===== src/verilog/sts_regs.svh =====
// Offsets, field positions, reset values and timing counts of the threshold bank
// How it works
// Thresholds are signed two's complement values.
// Threshold format matches measurement output words.
// Any in-range value accepted; host stays in range.
// Low byte bits 7:0, high byte 15:8.
// Two operate/return sets per axis, twelve.
// Soft reset request restores every register default.
// Soft reset bit clears itself afterwards.
// Soft reset bit D0 at index 30h.
// Upper soft reset bits ignore writes, read zero.
`ifndef STS_REGS_SVH
`define STS_REGS_SVH

// Register indices; byte address is four times the index
`define STS_IDX_THR_BASE   6'h22
`define STS_IDX_SOFT_RESET 6'h30
`define STS_THR_COUNT      12

// Field positions
`define STS_THR_LO_MSB     7
`define STS_THR_HI_LSB     8
`define STS_SOFT_RESET_BIT 0

// Reset values
`define STS_THR_RESET      16'h0000
`define STS_SOFT_RESET_DEF 1'b0

// Cycles from request taken to answer
`define STS_RD_LATENCY     1
`define STS_WR_LATENCY     1

// AXI responses
`define STS_RESP_OKAY      2'h0
`define STS_RESP_SLVERR    2'h2

`endif


===== src/verilog/sts_pkg.sv =====
// Types shared by the threshold bank modules
`default_nettype none
package sts_pkg;
    // Write channel states, Gray along collect -> respond
    typedef enum logic [0:0] {
        STS_WR_COLLECT = 1'b0,
        STS_WR_RESP    = 1'b1
    } sts_wr_state_t;

    typedef logic signed [15:0] sts_thr_t;
endpackage
`default_nettype wire


===== src/verilog/sts_soft_reset.sv =====
// Self-clearing soft reset request bit
`default_nettype none
`include "sts_regs.svh"
module sts_soft_reset (
    input  wire logic aclk,    // System clock
    input  wire logic aresetn, // Synchronous reset, active low
    input  wire logic set,     // Host wrote one to the request bit
    output logic      req      // Request, high for one cycle
);
    // Request lives one cycle, then drops by itself; a new set wins
    always_ff @(posedge aclk) begin
        if (!aresetn) begin
            req <= `STS_SOFT_RESET_DEF;
        end else if (set) begin
            req <= 1'b1;
        end else begin
            req <= 1'b0;
        end
    end
endmodule
`default_nettype wire


===== src/verilog/sts_thresh_word.sv =====
// One 16-bit threshold word with byte lanes and soft reset
`default_nettype none
`include "sts_regs.svh"
module sts_thresh_word #(
    parameter logic [15:0] RESET_VAL = `STS_THR_RESET
) (
    input  wire logic        aclk,      // System clock
    input  wire logic        aresetn,   // Synchronous reset, active low
    input  wire logic        clear,     // Soft reset, back to default
    input  wire logic        wr_en,     // Write this word
    input  wire logic [1:0]  wstrb,     // Byte lane enables
    input  wire logic [15:0] wdata,     // Write data
    output var  sts_pkg::sts_thr_t value // Stored signed threshold
);
    // Soft reset beats a coinciding write so defaults are certain afterwards
    always_ff @(posedge aclk) begin
        if (!aresetn || clear) begin
            value <= RESET_VAL;
        end else if (wr_en) begin
            if (wstrb[0]) begin
                value[`STS_THR_LO_MSB:0] <= wdata[`STS_THR_LO_MSB:0];
            end
            if (wstrb[1]) begin
                value[15:`STS_THR_HI_LSB] <= wdata[15:`STS_THR_HI_LSB];
            end
        end
    end
endmodule
`default_nettype wire


===== src/verilog/sts_top.sv =====
// Threshold and soft reset register bank behind an AXI4-Lite slave
`default_nettype none
`include "sts_regs.svh"
module sts_top #(
    parameter int ADDR_W = 8
) (
    input  wire logic              aclk,                    // System clock
    input  wire logic              aresetn,                 // Synchronous reset, active low
    input  wire logic [ADDR_W-1:0] s_axi_awaddr,            // Write address
    input  wire logic              s_axi_awvalid,           // Write address valid
    output logic                   s_axi_awready,           // Write address ready
    input  wire logic [31:0]       s_axi_wdata,             // Write data
    input  wire logic [3:0]        s_axi_wstrb,             // Write strobes
    input  wire logic              s_axi_wvalid,            // Write data valid
    output logic                   s_axi_wready,            // Write data ready
    output logic [1:0]             s_axi_bresp,             // Write response
    output logic                   s_axi_bvalid,            // Write response valid
    input  wire logic              s_axi_bready,            // Write response ready
    input  wire logic [ADDR_W-1:0] s_axi_araddr,            // Read address
    input  wire logic              s_axi_arvalid,           // Read address valid
    output logic                   s_axi_arready,           // Read address ready
    output logic [31:0]            s_axi_rdata,             // Read data
    output logic [1:0]             s_axi_rresp,             // Read response
    output logic                   s_axi_rvalid,            // Read data valid
    input  wire logic              s_axi_rready,            // Read data ready
    output sts_pkg::sts_thr_t      x_operate_threshold_one, // X operate, set one
    output sts_pkg::sts_thr_t      x_return_threshold_one,  // X return, set one
    output sts_pkg::sts_thr_t      x_operate_threshold_two, // X operate, set two
    output sts_pkg::sts_thr_t      x_return_threshold_two,  // X return, set two
    output sts_pkg::sts_thr_t      y_operate_threshold_one, // Y operate, set one
    output sts_pkg::sts_thr_t      y_return_threshold_one,  // Y return, set one
    output sts_pkg::sts_thr_t      y_operate_threshold_two, // Y operate, set two
    output sts_pkg::sts_thr_t      y_return_threshold_two,  // Y return, set two
    output sts_pkg::sts_thr_t      z_operate_threshold_one, // Z operate, set one
    output sts_pkg::sts_thr_t      z_return_threshold_one,  // Z return, set one
    output sts_pkg::sts_thr_t      z_operate_threshold_two, // Z operate, set two
    output sts_pkg::sts_thr_t      z_return_threshold_two,  // Z return, set two
    output logic                   soft_reset_request       // Soft reset in progress
);
    localparam int NTHR = `STS_THR_COUNT;

    sts_pkg::sts_wr_state_t wr_state;
    sts_pkg::sts_thr_t      thr [NTHR];
    logic              aw_have;
    logic              w_have;
    logic [5:0]        aw_idx;
    logic [31:0]       wdata_q;
    logic [3:0]        wstrb_q;
    logic              wr_fire;
    logic              wr_hit_thr;
    logic              wr_hit_soft;
    logic [5:0]        wr_off;
    logic              soft_set;
    logic [5:0]        ar_idx;
    logic [5:0]        rd_off;
    logic [5:0]        ar_idx_q;
    logic [15:0]       wr_word;
    logic [15:0]       thr0_word;
    logic [7:0]        thr0_hi;
    logic              thr_all_default;

    // Word indices of the two channels; low address bits select nothing
    assign ar_idx = s_axi_araddr[7:2];
    assign wr_off = aw_idx - `STS_IDX_THR_BASE;
    assign rd_off = ar_idx - `STS_IDX_THR_BASE;

    // Twelve thresholds sit at consecutive indices from the base
    assign wr_hit_thr  = (aw_idx >= `STS_IDX_THR_BASE) && (wr_off < 6'(NTHR));
    assign wr_hit_soft = (aw_idx == `STS_IDX_SOFT_RESET);

    // Address and data are each held once taken, in either order
    assign s_axi_awready = !aw_have && (wr_state == sts_pkg::STS_WR_COLLECT);
    assign s_axi_wready  = !w_have && (wr_state == sts_pkg::STS_WR_COLLECT);
    assign s_axi_bvalid  = (wr_state == sts_pkg::STS_WR_RESP);
    assign wr_fire       = aw_have && w_have && (wr_state == sts_pkg::STS_WR_COLLECT);

    // Write address holding register
    always_ff @(posedge aclk) begin
        if (!aresetn) begin
            aw_have <= 1'b0;
            aw_idx  <= 6'h00;
        end else if (s_axi_awvalid && s_axi_awready) begin
            aw_have <= 1'b1;
            aw_idx  <= s_axi_awaddr[7:2];
        end else if (s_axi_bvalid && s_axi_bready) begin
            aw_have <= 1'b0;
        end
    end

    // Write data holding register
    always_ff @(posedge aclk) begin
        if (!aresetn) begin
            w_have  <= 1'b0;
            wdata_q <= 32'h00000000;
            wstrb_q <= 4'h0;
        end else if (s_axi_wvalid && s_axi_wready) begin
            w_have  <= 1'b1;
            wdata_q <= s_axi_wdata;
            wstrb_q <= s_axi_wstrb;
        end else if (s_axi_bvalid && s_axi_bready) begin
            w_have <= 1'b0;
        end
    end

    // Write state and response; unmapped writes are dropped with SLVERR
    always_ff @(posedge aclk) begin
        if (!aresetn) begin
            wr_state    <= sts_pkg::STS_WR_COLLECT;
            s_axi_bresp <= `STS_RESP_OKAY;
        end else begin
            case (wr_state)
                sts_pkg::STS_WR_COLLECT: begin
                    if (wr_fire) begin
                        wr_state    <= sts_pkg::STS_WR_RESP;
                        s_axi_bresp <= (wr_hit_thr || wr_hit_soft) ? `STS_RESP_OKAY
                                                                   : `STS_RESP_SLVERR;
                    end
                end
                sts_pkg::STS_WR_RESP: begin
                    if (s_axi_bready) begin
                        wr_state <= sts_pkg::STS_WR_COLLECT;
                    end
                end
                default: begin
                    wr_state <= sts_pkg::STS_WR_COLLECT;
                end
            endcase
        end
    end

    // Only D0 is a storage bit; D7..D1 have no flip-flop behind them
    assign soft_set = wr_fire && wr_hit_soft && wstrb_q[0] && wdata_q[`STS_SOFT_RESET_BIT];

    sts_soft_reset u_soft_reset (
        .aclk    (aclk),
        .aresetn (aresetn),
        .set     (soft_set),
        .req     (soft_reset_request)
    );

    // One word per threshold; values are taken raw, as the measurement path codes them
    for (genvar i = 0; i < NTHR; i++) begin : g_thr
        sts_thresh_word #(
            .RESET_VAL (`STS_THR_RESET)
        ) u_word (
            .aclk    (aclk),
            .aresetn (aresetn),
            .clear   (soft_reset_request),
            .wr_en   (wr_fire && wr_hit_thr && (wr_off == 6'(i))),
            .wstrb   (wstrb_q[1:0]),
            .wdata   (wdata_q[15:0]),
            .value   (thr[i])
        );
    end

    // Threshold outputs in register order: operate one, return one, operate two, return two
    assign x_operate_threshold_one = thr[0];
    assign x_return_threshold_one  = thr[1];
    assign x_operate_threshold_two = thr[2];
    assign x_return_threshold_two  = thr[3];
    assign y_operate_threshold_one = thr[4];
    assign y_return_threshold_one  = thr[5];
    assign y_operate_threshold_two = thr[6];
    assign y_return_threshold_two  = thr[7];
    assign z_operate_threshold_one = thr[8];
    assign z_return_threshold_one  = thr[9];
    assign z_operate_threshold_two = thr[10];
    assign z_return_threshold_two  = thr[11];

    // One read at a time, answered the cycle after the address is taken
    assign s_axi_arready = !s_axi_rvalid;

    always_ff @(posedge aclk) begin
        if (!aresetn) begin
            s_axi_rvalid <= 1'b0;
            s_axi_rdata  <= 32'h00000000;
            s_axi_rresp  <= `STS_RESP_OKAY;
            ar_idx_q     <= 6'h00;
        end else if (s_axi_arvalid && s_axi_arready) begin
            s_axi_rvalid <= 1'b1;
            ar_idx_q     <= ar_idx;
            s_axi_rresp  <= `STS_RESP_OKAY;
            if ((ar_idx >= `STS_IDX_THR_BASE) && (rd_off < 6'(NTHR))) begin
                s_axi_rdata <= {16'h0000, thr[rd_off[3:0]]};
            end else if (ar_idx == `STS_IDX_SOFT_RESET) begin
                s_axi_rdata <= {31'h00000000, soft_reset_request};
            end else begin
                s_axi_rdata <= 32'h00000000;
                s_axi_rresp <= `STS_RESP_SLVERR;
            end
        end else if (s_axi_rready) begin
            s_axi_rvalid <= 1'b0;
        end
    end

    // Helper views for the checks below
    assign wr_word   = wdata_q[15:0];
    assign thr0_word = thr[0];
    assign thr0_hi   = thr[0][15:8];

    always_comb begin
        thr_all_default = 1'b1;
        for (int k = 0; k < NTHR; k++) begin
            if (thr[k] != `STS_THR_RESET) begin
                thr_all_default = 1'b0;
            end
        end
    end
endmodule
`default_nettype wire

===== config.mk =====
export PLATFORM = sky130hd
export DESIGN_NAME = sts_top
export DESIGN_NICKNAME = d
export VERILOG_FILES = /design/src/verilog/sts_pkg.sv /design/src/verilog/sts_soft_reset.sv /design/src/verilog/sts_thresh_word.sv /design/src/verilog/sts_top.sv
export VERILOG_INCLUDE_DIRS = /design/src /design/src/verilog
export SDC_FILE = /design/constraint.sdc
export NUM_CORES = 1
export LEC_CHECK = 0
export BUFFER_PORTS_ARGS = -buffer_cell sky130_fd_sc_hd__buf_2
export CELL_PAD_IN_SITES_DETAIL_PLACEMENT = 1
export CELL_PAD_IN_SITES_GLOBAL_PLACEMENT = 1
export CORE_UTILIZATION = 45
export DETAILED_ROUTE_END_ITERATION = 8
export GPL_ROUTABILITY_DRIVEN = 0
export HOLD_SLACK_MARGIN = 0.08
export PLACE_DENSITY = 0.91
export SETUP_SLACK_MARGIN = 0.05
export SKIP_LAST_GASP = 1
export SYNTH_ARGS = -nofsm -noshare
export SYNTH_HDL_FRONTEND = slang
export SYNTH_HIERARCHICAL = 1
export SYNTH_SLANG_ARGS = --single-unit
export TNS_END_PERCENT = 1

===== constraint.sdc =====
create_clock -name aclk -period 4.7 [get_ports aclk]
set_clock_uncertainty 0.1 [all_clocks]
set_input_delay 0.94 -clock aclk [delete_from_list [all_inputs] [get_ports aclk]]
set_output_delay 0.94 -clock aclk [all_outputs]
set_load 0.05 [all_outputs]

After elaboration in Yosys (flattened, before gate mapping). Cells that the tools add are included. Widths: inputs -> output; s select.

Flip-flop bits (word level): 257. Input port bits: 59. Output and inout bits: 234. Word-level logic and storage cells: 135.

Add/subtract/negate cells: 2. Magnitude comparators: 5. Equality and inequality tests: 13. Muxes and demuxes: 17. Bitwise operators: 2. Reductions and logical operators: 61.

Operators by type and width (number): $bmux 16 s4 (1); $reduce_and 2->1 (25); $mux 16 (3); $logic_and 1x1->1 (26); $eq 6x3->1 const B (4); $eq 6x4->1 const B (4); $eq 6x2->1 const B (2); $eq 6x6->1 const B (2); $ge 6x6->1 const B (2); $lt 6x4->1 const B (2); $sub 6x6->6 const B (2); $mux 1 (9); $eq 6x1->1 const B (1); $logic_not 6->1 (1); $mux 2 (3); $reduce_bool 2->1 (3); $ge 5x5->1 const B (1); $not 4->5 (1); $logic_not 1->1 (4); $logic_or 1x1->1 (2); $pmux 1 s2 (1); $not 1->1 (1).

Depth between registers and ports, before layout. Gate-level depths: netlist of the first run.

Depth after elaboration: 6. Mapped depth: 11. Depth with buffers taken out: 9.

Hierarchy. Netlist of the first run, hierarchy kept.

Modules (own cells, without submodules): sts_thresh_word (instances 12, cells each 74, area each 749.5 um^2, seq. area each 320.3 um^2); sts_top (instances 1, cells each 339, area each 3570.9 um^2, seq. area each 920.9 um^2); sts_soft_reset (instances 1, cells each 2, area each 26.3 um^2, seq. area each 20.0 um^2).

Worst setup path before layout of the first run. Ideal clock, no wire load.

Kind: input -> register. Start: input s_axi_araddr[3]. End: register s_axi_rdata[10]. Setup time: 0.122 ns. Arrival: 3.286 ns. Required time: 4.478 ns. Slack: 1.192 ns. Stages on the path: 10. Path buffers: 4. Cells stage by stage: buf_6 > clkbuf_1 > clkbuf_1 > inv_1 > ha_1 > xor2_2 > buf_4 > mux2i_1 > nor2b_1 > a221o_1.

Cells in the longest elaborated chain, start to end: 6. Elaborated cells between the ends (all ways): 9. Classes of those cells: add/sub (1); order compare (2); mux (4); bitwise (1); reduce/logical (1).

Ends and longest elaborated chain: start: declaration (RTL line sts_top.sv:19) `input wire logic [ADDR_W-1:0] s_axi_araddr,`; $sub 6x6->6 (no line); $not 4->5 (implied by the code) (RTL line sts_top.sv:184) `s_axi_rdata <= {16'h0000, thr[rd_off[3:0]]};`; $bmux 16 s4 (RTL line sts_top.sv:184); $mux 16 (implied by the code) (2 in series) (RTL line sts_top.sv:184); $mux 16 * (RTL line sts_top.sv:183) `` if ((ar_idx >= `STS_IDX_THR_BASE) && (rd_off < 6'(NTHR))) begin ``; end signal: assignment (RTL line sts_top.sv:184); end signal: assignment (RTL line sts_top.sv:186) `s_axi_rdata <= {31'h00000000, soft_reset_request};`; end: declaration (RTL line sts_top.sv:22) `output logic [31:0] s_axi_rdata,`.

Every way passes the cells marked *; elsewhere a longest branch is shown, timed or not. The select of a mux whose other input is x is not followed. A chain may end at the register's enable or synchronous reset.

Worst setup path in the final report of the first run.
Start: register aw_idx[1]. End: register g_thr[10].u_word.value[5].

Cells in the longest elaborated chain, start to end: 6. Elaborated cells between the ends (all ways): 8. Classes of those cells: add/sub (1); order compare (2); eq/ne (1); reduce/logical (4).

Ends and longest elaborated chain: start: declaration (RTL line sts_top.sv:46) `logic [5:0] aw_idx;`; start signal: assignment (RTL line sts_top.sv:84) `aw_idx <= s_axi_awaddr[7:2];`; $sub 6x6->6 (no line); $lt 6x4->1 (RTL line sts_top.sv:68) `` assign wr_hit_thr = (aw_idx >= `STS_IDX_THR_BASE) && (wr_off < 6'(NTHR)); ``; $logic_and 1x1->1 (RTL line sts_top.sv:68); $logic_and 1x1->1 (RTL line sts_top.sv:149) `.wr_en (wr_fire && wr_hit_thr && (wr_off == 6'(i))),`; $logic_and 1x1->1 * (RTL line sts_top.sv:149); $reduce_and 2->1 (no line) *; end signal: indexed assignment (RTL line sts_thresh_word.sv:21) `` value[`STS_THR_LO_MSB:0] <= wdata[`STS_THR_LO_MSB:0]; ``; end signal: indexed assignment (RTL line sts_thresh_word.sv:24) `` value[15:`STS_THR_HI_LSB] <= wdata[15:`STS_THR_HI_LSB]; ``; end: declaration (RTL line sts_thresh_word.sv:13) `output var sts_pkg::sts_thr_t value`.

Every way passes the cells marked *; elsewhere a longest branch is shown, timed or not.

==> results of run 1 <==
-- sequential cells by signal, indices dropped and copies added (netlist names) --
register and cells:
g_thr.u_word/value 192, s_axi_rvalid 1, aw_idx 6, wdata_q 16, s_axi_rresp 1, u_soft_reset/req 1, w_have 1, s_axi_rdata 16
aw_have 1, s_axi_bvalid 1, wstrb_q 2, s_axi_bresp 1
-- cells in the mapped netlist, types with 2 or more instances --
library cell / number / area share
a21bo_1: 96 / 0.076
a21bo_2: 96 / 0.076
a21boi_1: 20 / 0.012
a21oi_1: 174 / 0.069
a21oi_2: 24 / 0.017
a221o_1: 15 / 0.012
buf_2: 5 / 0.0020
buf_4: 31 / 0.018
buf_6: 74 / 0.066
buf_8: 12 / 0.014
clkbuf_1: 17 / 0.0051
clkbuf_2: 12 / 0.0048
dfxtp_1: 239 / 0.38
ha_1: 2 / 0.0020
inv_1: 5 / 0.0015
mux2i_1: 20 / 0.016
mux4_2: 48 / 0.086
nand2_1: 50 / 0.015
nand2b_1: 16 / 0.0080
nand3_1: 193 / 0.077
nor2_1: 15 / 0.0045
nor2b_1: 32 / 0.016
nor3_1: 7 / 0.0028
o211ai_1: 2 / 0.0012
o21ai_1: 3 / 0.0012
o32ai_1: 2 / 0.0014
-- area by class of cell --
class	instances	area [sq um]
Clock inverter	8	96.3
Inverter	5	18.8
Timing Repair Buffer	271	1420
Antenna cell	1	2.50
Sequential cell	239	4790
Multi-Input combinational cell	851	6500
Fill cell	3155	13100
Clock buffer	39	771
Tap cell	372	465
-- routing by layer --
layer | up-vias | GRT usage | share of wire
met1 | 5474 | 0.409 | 0.41
met4 | 2 | 0.198 | 0.069
met5 | - | 0 | 0.00028
met2 | 563 | 0.490 | 0.44
li1 | 4755 | - | -
met3 | 175 | 0.0679 | 0.080
-- worst max-delay path, delay by kind of cell, from the launching register on --
| family | cells | cell delay, ps |
|---|---|---|
| buffers and inverters | 2 | 530 |
| flip-flops | 1 | 480 |
| AO/OA/AOI/OAI | 5 | 1120 |
| adder cells (fa/ha/maj) | 1 | 280 |
| AND/OR/NAND/NOR | 2 | 430 |
-- path summary, 6_finish.rpt --
| kind | from | endpoint |
|---|---|---|
| max | aw_idx[1] | g_thr[10].u_word/value[5] |
| min | s_axi_bresp[1] | s_axi_bresp[1] |
| max reg2reg | aw_idx[1] | g_thr[10].u_word/value[5] |
| min reg2reg | s_axi_bresp[1] | s_axi_bresp[1] |
-- metrics by stage --
stage	power, W	setup slack, ps	instance area [sq um]	hold slack (ps)
CTS	0.00453	1700	14100	370
detailed placement	0.00246	1320	13200	353
finish	0.00453	1640	14100	365
global placement	0.00245	1400	13200	338
floorplan	0.00242	1190	12700	417
global route	0.00465	1480	14100	415
-- cells by family after synthesis --
family,after synthesis,synth area share
compound gates,437,0.270
fa+ha+maj,2,0.00199
buf+inv,156,0.112
simple gates,323,0.131
other cells,1,0.000298
flops,239,0.380
xor+xnor,3,0.00268
mux,68,0.102
-- power by group through the flow --
stage          Combinational (W)  Clock, W  Sequential [W]
6_report                0.000296   0.00210         0.00213
5_1_grt                 0.000314   0.00220         0.00213
4_1_cts                 0.000293   0.00211         0.00213
3_5_place_dp            0.000290         0         0.00217
3_3_place_gp            0.000281         0         0.00217
2_1_floorplan           0.000297         0         0.00213
==> results by group, run 1 <==
Synth
  • Yosys reg bits: 239
  • Synth Cell Area: between 10000 and 15000 sq um
  • Post-synthesis cell type count: between 40 and 50
  • Most common flop cell mapped by yosys: dfxtp_1
  • Seq/Total Area, Yosys: 0.380
  • Avg Cell Area, Syn: ~10 sq um
  • Gate count of the mapped netlist: about 1200
  • EDFF count, synth: 0
  • Ys async rst share: 0
  • Synth warn: 6

Critical path
  • R2R Setup Slk: approximately 1600 ps
  • WP data arrival: roughly 3400 ps
  • Crit path largest cell delay: between 400 and 500 ps
  • Crit start category: register
  • CP cell instances: inv_1 > ha_1 > o21ba_1 > o21ai_1 > a21oi_1 > o211ai_1 > nor3_2 > buf_4 > nand3_1 > a21oi_1
  • Slowest cell on crit path: dfxtp_1
  • Crit-path most repeated cell: a21oi_1
  • R2R cell count: 10
  • Setup crit end kind: register
  • Largest fanout on the critical path: 32
  • Setup Crit Path Kind: reg -> reg
  • CP required: between 5000 and 6000 ps

Timing
  • Fin crit period: between 3000 and 4000 ps
  • Setup Viol. Count Final: 0
  • Worst-Margin Slew: ~1200 ps
  • Final Hold Violating Endpoints: 0
  • Fmax: around 330 MHz
  • Final setup TNS: 0 ps
  • RSZ-0062 raised after global routing: no
  • Relative slew slack: 0.197
  • Final Max Slew Viols: 0
  • Final period util: 0.651

Run status
  • Status: finished clean

Routing
  • Avg WL per Cell: ~26 microns
  • DRT iter0 DRCs: just under 900
  • Vias per std cell: between 6 and 7
  • DR vias: 10969
  • First-pass DRT Iterations: 5
  • Post-route DRC violation count: 0
  • Drt total wl: 46500 microns
  • Routed Antenna Nets: 0

Clock network
  • Longest Clk Path Bufs: 3
  • Clk root buf: clkbuf_16
  • H-tree lvl count: 1
  • Post-CTS setup buffer count: 0
  • Later-pin clock latency in the skew report: between 500 and 600 ps
  • Clock buffer count from CTS: 26
  • Hold Buf Count CTS: 0
  • Clock-pin slew on the worst setup and hold paths: roughly 60 ps
  • CTS tree: done
  • TritonCTS Sinks: about 240
  • Post-cts sizing count: 0

Place
  • Final HPWL DP: 30900 microns
  • Inst Count DP: about 1700
  • PortBufs: between 200 and 300

GRT
  • Antenna violations before repair: 2
  • All-layer global routing usage: 0.319
  • Largest net degree at the start of global routing: approximately 130
  • Global-route wire length before repair: 69200 microns
  • Number of global-route vias before repair: between 10000 and 15000
  • Global route overflow: 0

Min path
  • Hold Crit Depth: 2
  • Hold Path Class: reg -> reg

Die
  • Area of the core: 27200 sq um
  • Initial core utilization: 0.463
  • # rows: 60
  • Die Wd: 169 microns
  • Die H: about 170 microns
  • # IOs: 293
  • Die area: about 29000 sq um

Final layout
  • Layout cells sized above 1: 0.352
  • Final Core Density: 0.518
  • P&R area growth vs syn: 11.7%
  • Commonest non-fill, non-tap cell in the layout: buf_2
  • Layout Cells excl Fill: roughly 1800
  • Commonest non-fill, non-tap cells in the layout: buf_2, dfxtp_1, nand3_1
  • Nets: about 1500

Power
  • Peak supply drop: between 200 and 300 uV
  • Clk network pwr share: 0.464
  • Pwr per Cell Area: ~320 nW/um^2
  • Comb power frac: 0.065
  • Part of the power in registers: 0.470
  • Int Power: 0.00336 W
  • Sw frac: 0.259
  • NetSw: approximately 0.0012 W
  • Cell leakage power: roughly 5.7 nW

Job
  • Max_cap viols: 0
(Power assumes the default switching activity.)
==> run 2: changes to the inputs <==
--- a/config.mk
+++ b/config.mk
@@ -9,11 +9,11 @@
 export BUFFER_PORTS_ARGS = -buffer_cell sky130_fd_sc_hd__buf_2
 export CELL_PAD_IN_SITES_DETAIL_PLACEMENT = 1
 export CELL_PAD_IN_SITES_GLOBAL_PLACEMENT = 1
-export CORE_UTILIZATION = 45
+export CORE_UTILIZATION = 38
 export DETAILED_ROUTE_END_ITERATION = 8
 export GPL_ROUTABILITY_DRIVEN = 0
 export HOLD_SLACK_MARGIN = 0.08
-export PLACE_DENSITY = 0.91
+export PLACE_DENSITY = 0.82
 export SETUP_SLACK_MARGIN = 0.05
 export SKIP_LAST_GASP = 1
 export SYNTH_ARGS = -nofsm -noshare
==> constraint.sdc (replaced) <==
create_clock -name aclk -period 2.5 [get_ports aclk]
set_clock_uncertainty 0.1 [all_clocks]
set_input_delay 0.5 -clock aclk [delete_from_list [all_inputs] [get_ports aclk]]
set_output_delay 0.5 -clock aclk [all_outputs]
set_load 0.05 [all_outputs]
==> run 2 against run 1 <==
  * Die area grew 18%
  * Fmax rose by 28%
  * Clock power grew 74%
  * Wire length down 0.93%
  * Sequential power up 87%
  * First-iteration DRC count is 8.4% higher
  * Combinational power rose by 120%
  * Final area rose by 4.3%
  * Clock-buffer cell count is 3 lower
  * Register-to-register slack worse by 1500 ps
  * Sequential share of layout area shrank 1.4 points
  * Critical endpoint is now g_thr[10].u_word/value[14]
==> results by group, run 2 (synthesis gave the netlist of run 1 again) <==
Timing
  • RSZ-0062 raised after global routing: yes
  • Worst-Margin Slew: 1210 ps (+4.10 ps)
  • Final setup TNS: 0 ps (unchanged)
  • Relative slew slack: 0.194 (-0.00274)
  • Final worst setup slack: 117 ps (-1520 ps)
  • Fin crit period: 2380 ps (-676 ps)
  • Final Max Slew Viols: 0 (unchanged)
  • Final Hold Violating Endpoints: 0 (unchanged)
  • Final period util: 0.953 (+0.302)
  • Fmax: 420 MHz (+28%)
  • Setup Viol. Count Final: 0 (unchanged)

Critical path
  • Setup crit end kind: register
  • Worst setup startpoint: aw_idx[2]
  • Crit start category: register
  • Setup Crit Path Kind: reg -> reg
  • Largest fanout on the critical path: 16 (-50%)
  • WP data arrival: 2740 ps (-650 ps)
  • CP required: 2850 ps (-2180 ps)
  • RR Startpoint: aw_idx[2]

Clock network
  • Clock-pin slew on the worst setup and hold paths: 60 ps (about the same)
  • Clk root buf: clkbuf_16
  • TritonCTS Sinks: 239 (unchanged)
  • H-tree lvl count: 1 (unchanged)
  • Hold Buf Count CTS: 0 (unchanged)
  • Clock buffer count from CTS: 25 (-3.8%)
  • Later-pin clock latency in the skew report: 530 ps (about the same)
  • Longest Clk Path Bufs: 3 (unchanged)
  • CTS tree: done

Routing
  • DR vias: 10807 (-1.5%)
  • Drt total wl: 46000 microns (-0.93%)
  • DRT iter0 DRCs: 968 (+8.4%)
  • Routed Antenna Nets: 0 (unchanged)
  • Post-route DRC violation count: 0 (unchanged)
  • Vias per std cell: 5.74 (-6.6%)
  • First-pass DRT Iterations: 5 (unchanged)
  • Avg WL per Cell: 24.4 microns (-6.1%)

Final layout
  • Register bank with the most flops: g_thr.u_word/value
  • Max FFs per register: 192 (unchanged)
  • Commonest non-fill, non-tap cell in the layout: buf_2
  • Final Instance Area: 14700 sq um (+4.3%)
  • Layout cells sized above 1: 0.372 (+0.0207)
  • Fillcell total: 3746 (+19%)
  • Layout Cells excl Fill: 1884 (+5.5%)
  • Commonest non-fill, non-tap cells in the layout: buf_2, dfxtp_1, nand3_1
  • Biggest regs: g_thr.u_word/value: 192 flops, s_axi_rdata: 16 flops, wdata_q: 16 flops
  • Diode count: 0 (-1)
  • Nets: 1488 (+2.3%)
  • P&R area growth vs syn: 16.5%

Die
  • Die Wd: 184 microns (+8.7%)
  • Initial core utilization: 0.387 (-0.0763)
  • # IOs: 293 (unchanged)
  • Die H: 184 microns (+8.7%)
  • Area of the core: 32500 sq um (+20%)
  • # rows: 66 (+10%)
  • Die area: 33900 sq um (+18%)

Min path
  • Hold_sp: s_axi_wdata[13]
  • Hold Path Class: in -> reg

GRT
  • All-layer global routing usage: 0.264 (-0.0544)
  • Largest net degree at the start of global routing: 85 (-34%)
  • Antenna violations before repair: 0 (-2)
  • Global-route wire length before repair: 67900 microns (-1.9%)
  • Number of global-route vias before repair: 10807 (-2.8%)
  • Global route overflow: 0 (unchanged)

Power
  • Cell leakage power: 5.90 nW (+3.7%)
  • Peak supply drop: 406 uV (+56%)
  • Pwr per Cell Area: 566 nW/um^2 (+76%)
  • Final Power: 0.00830 W (+83%)

Place
  • Inst Count DP: 1838 (+5.8%)
  • Final HPWL DP: 31700 microns (+2.5%)
  • PortBufs: 252 (unchanged)
  • Place WS: -41.7 ps (-1360 ps)
  • Placed inst area: 13800 sq um (+4.5%)

Run status
  • Status: finished clean

Job
  • Max_cap viols: 0 (unchanged)
[run 2: worst paths after layout]
check                               end  cells past startpoint  slack [ps]
min                         wdata_q[13]                      3         100
min reg2reg              s_axi_bresp[1]                      2         360
max reg2reg  g_thr[10].u_word/value[14]                     12         120
max          g_thr[10].u_word/value[14]                     12         120
[run 2: critical path, stage by stage, from the launching register on]
cell and delay, ps:
dfxtp_4 360, inv_1 70, ha_4 180, o21ba_1 250
o21ai_1 80, a21oi_2 150, o211ai_1 100, buf_4 180
nor3_4 200, buf_4 150, buf_12 140, nand3_1 120
a21oi_2 200
[run 2: final cells by class]
cell class / instances / area [sq um] / area share
Inverter: 5 / 18.8 / 0.00128
Sequential cell: 239 / 4800 / 0.327
Timing Repair Buffer: 305 / 1950 / 0.133
Clock inverter: 6 / 55.1 / 0.00375
Multi-Input combinational cell: 851 / 6570 / 0.448
Tap cell: 442 / 553 / 0.0377
Clock buffer: 36 / 727 / 0.0496
[run 2: power by group]
part	total, W	leakage, nW	internal, W	switching [W]
clock	0.00366	0.391	0.00210	0.00156
combinational	0.000650	3.58	0.000201	0.000449
sequential	0.00399	1.93	0.00384	0.000147
[run 2: what timing repair did]
item                                    CTS  global route
gates cloned                              0             1
pin swaps                                 2             5
buffers inserted                          1             2
endpoints found under the setup margin   49            96
gates resized for setup                   1            11
[run 2: per-stage QoR]
step | hold WS [ps] | utilization
after detailed placement | 348 | 0.424
after floorplan | 417 | -
after global routing | 100 | 0.451
after CTS | 88.6 | 0.448
final | 105 | 0.451
after global placement | 339 | 0.424
[run 2: metal layers]
| layer | wire (microns) | up-vias | GRT usage |
|---|---|---|---|
| li1 | - | 4816 | - |
| met1 | 19500 | 5438 | 0.355 |
| met2 | 20900 | 452 | 0.414 |
| met3 | 3470 | 101 | 0.0440 |
| met4 | 2180 | 0 | 0.121 |
| met5 | 0 | - | 0 |
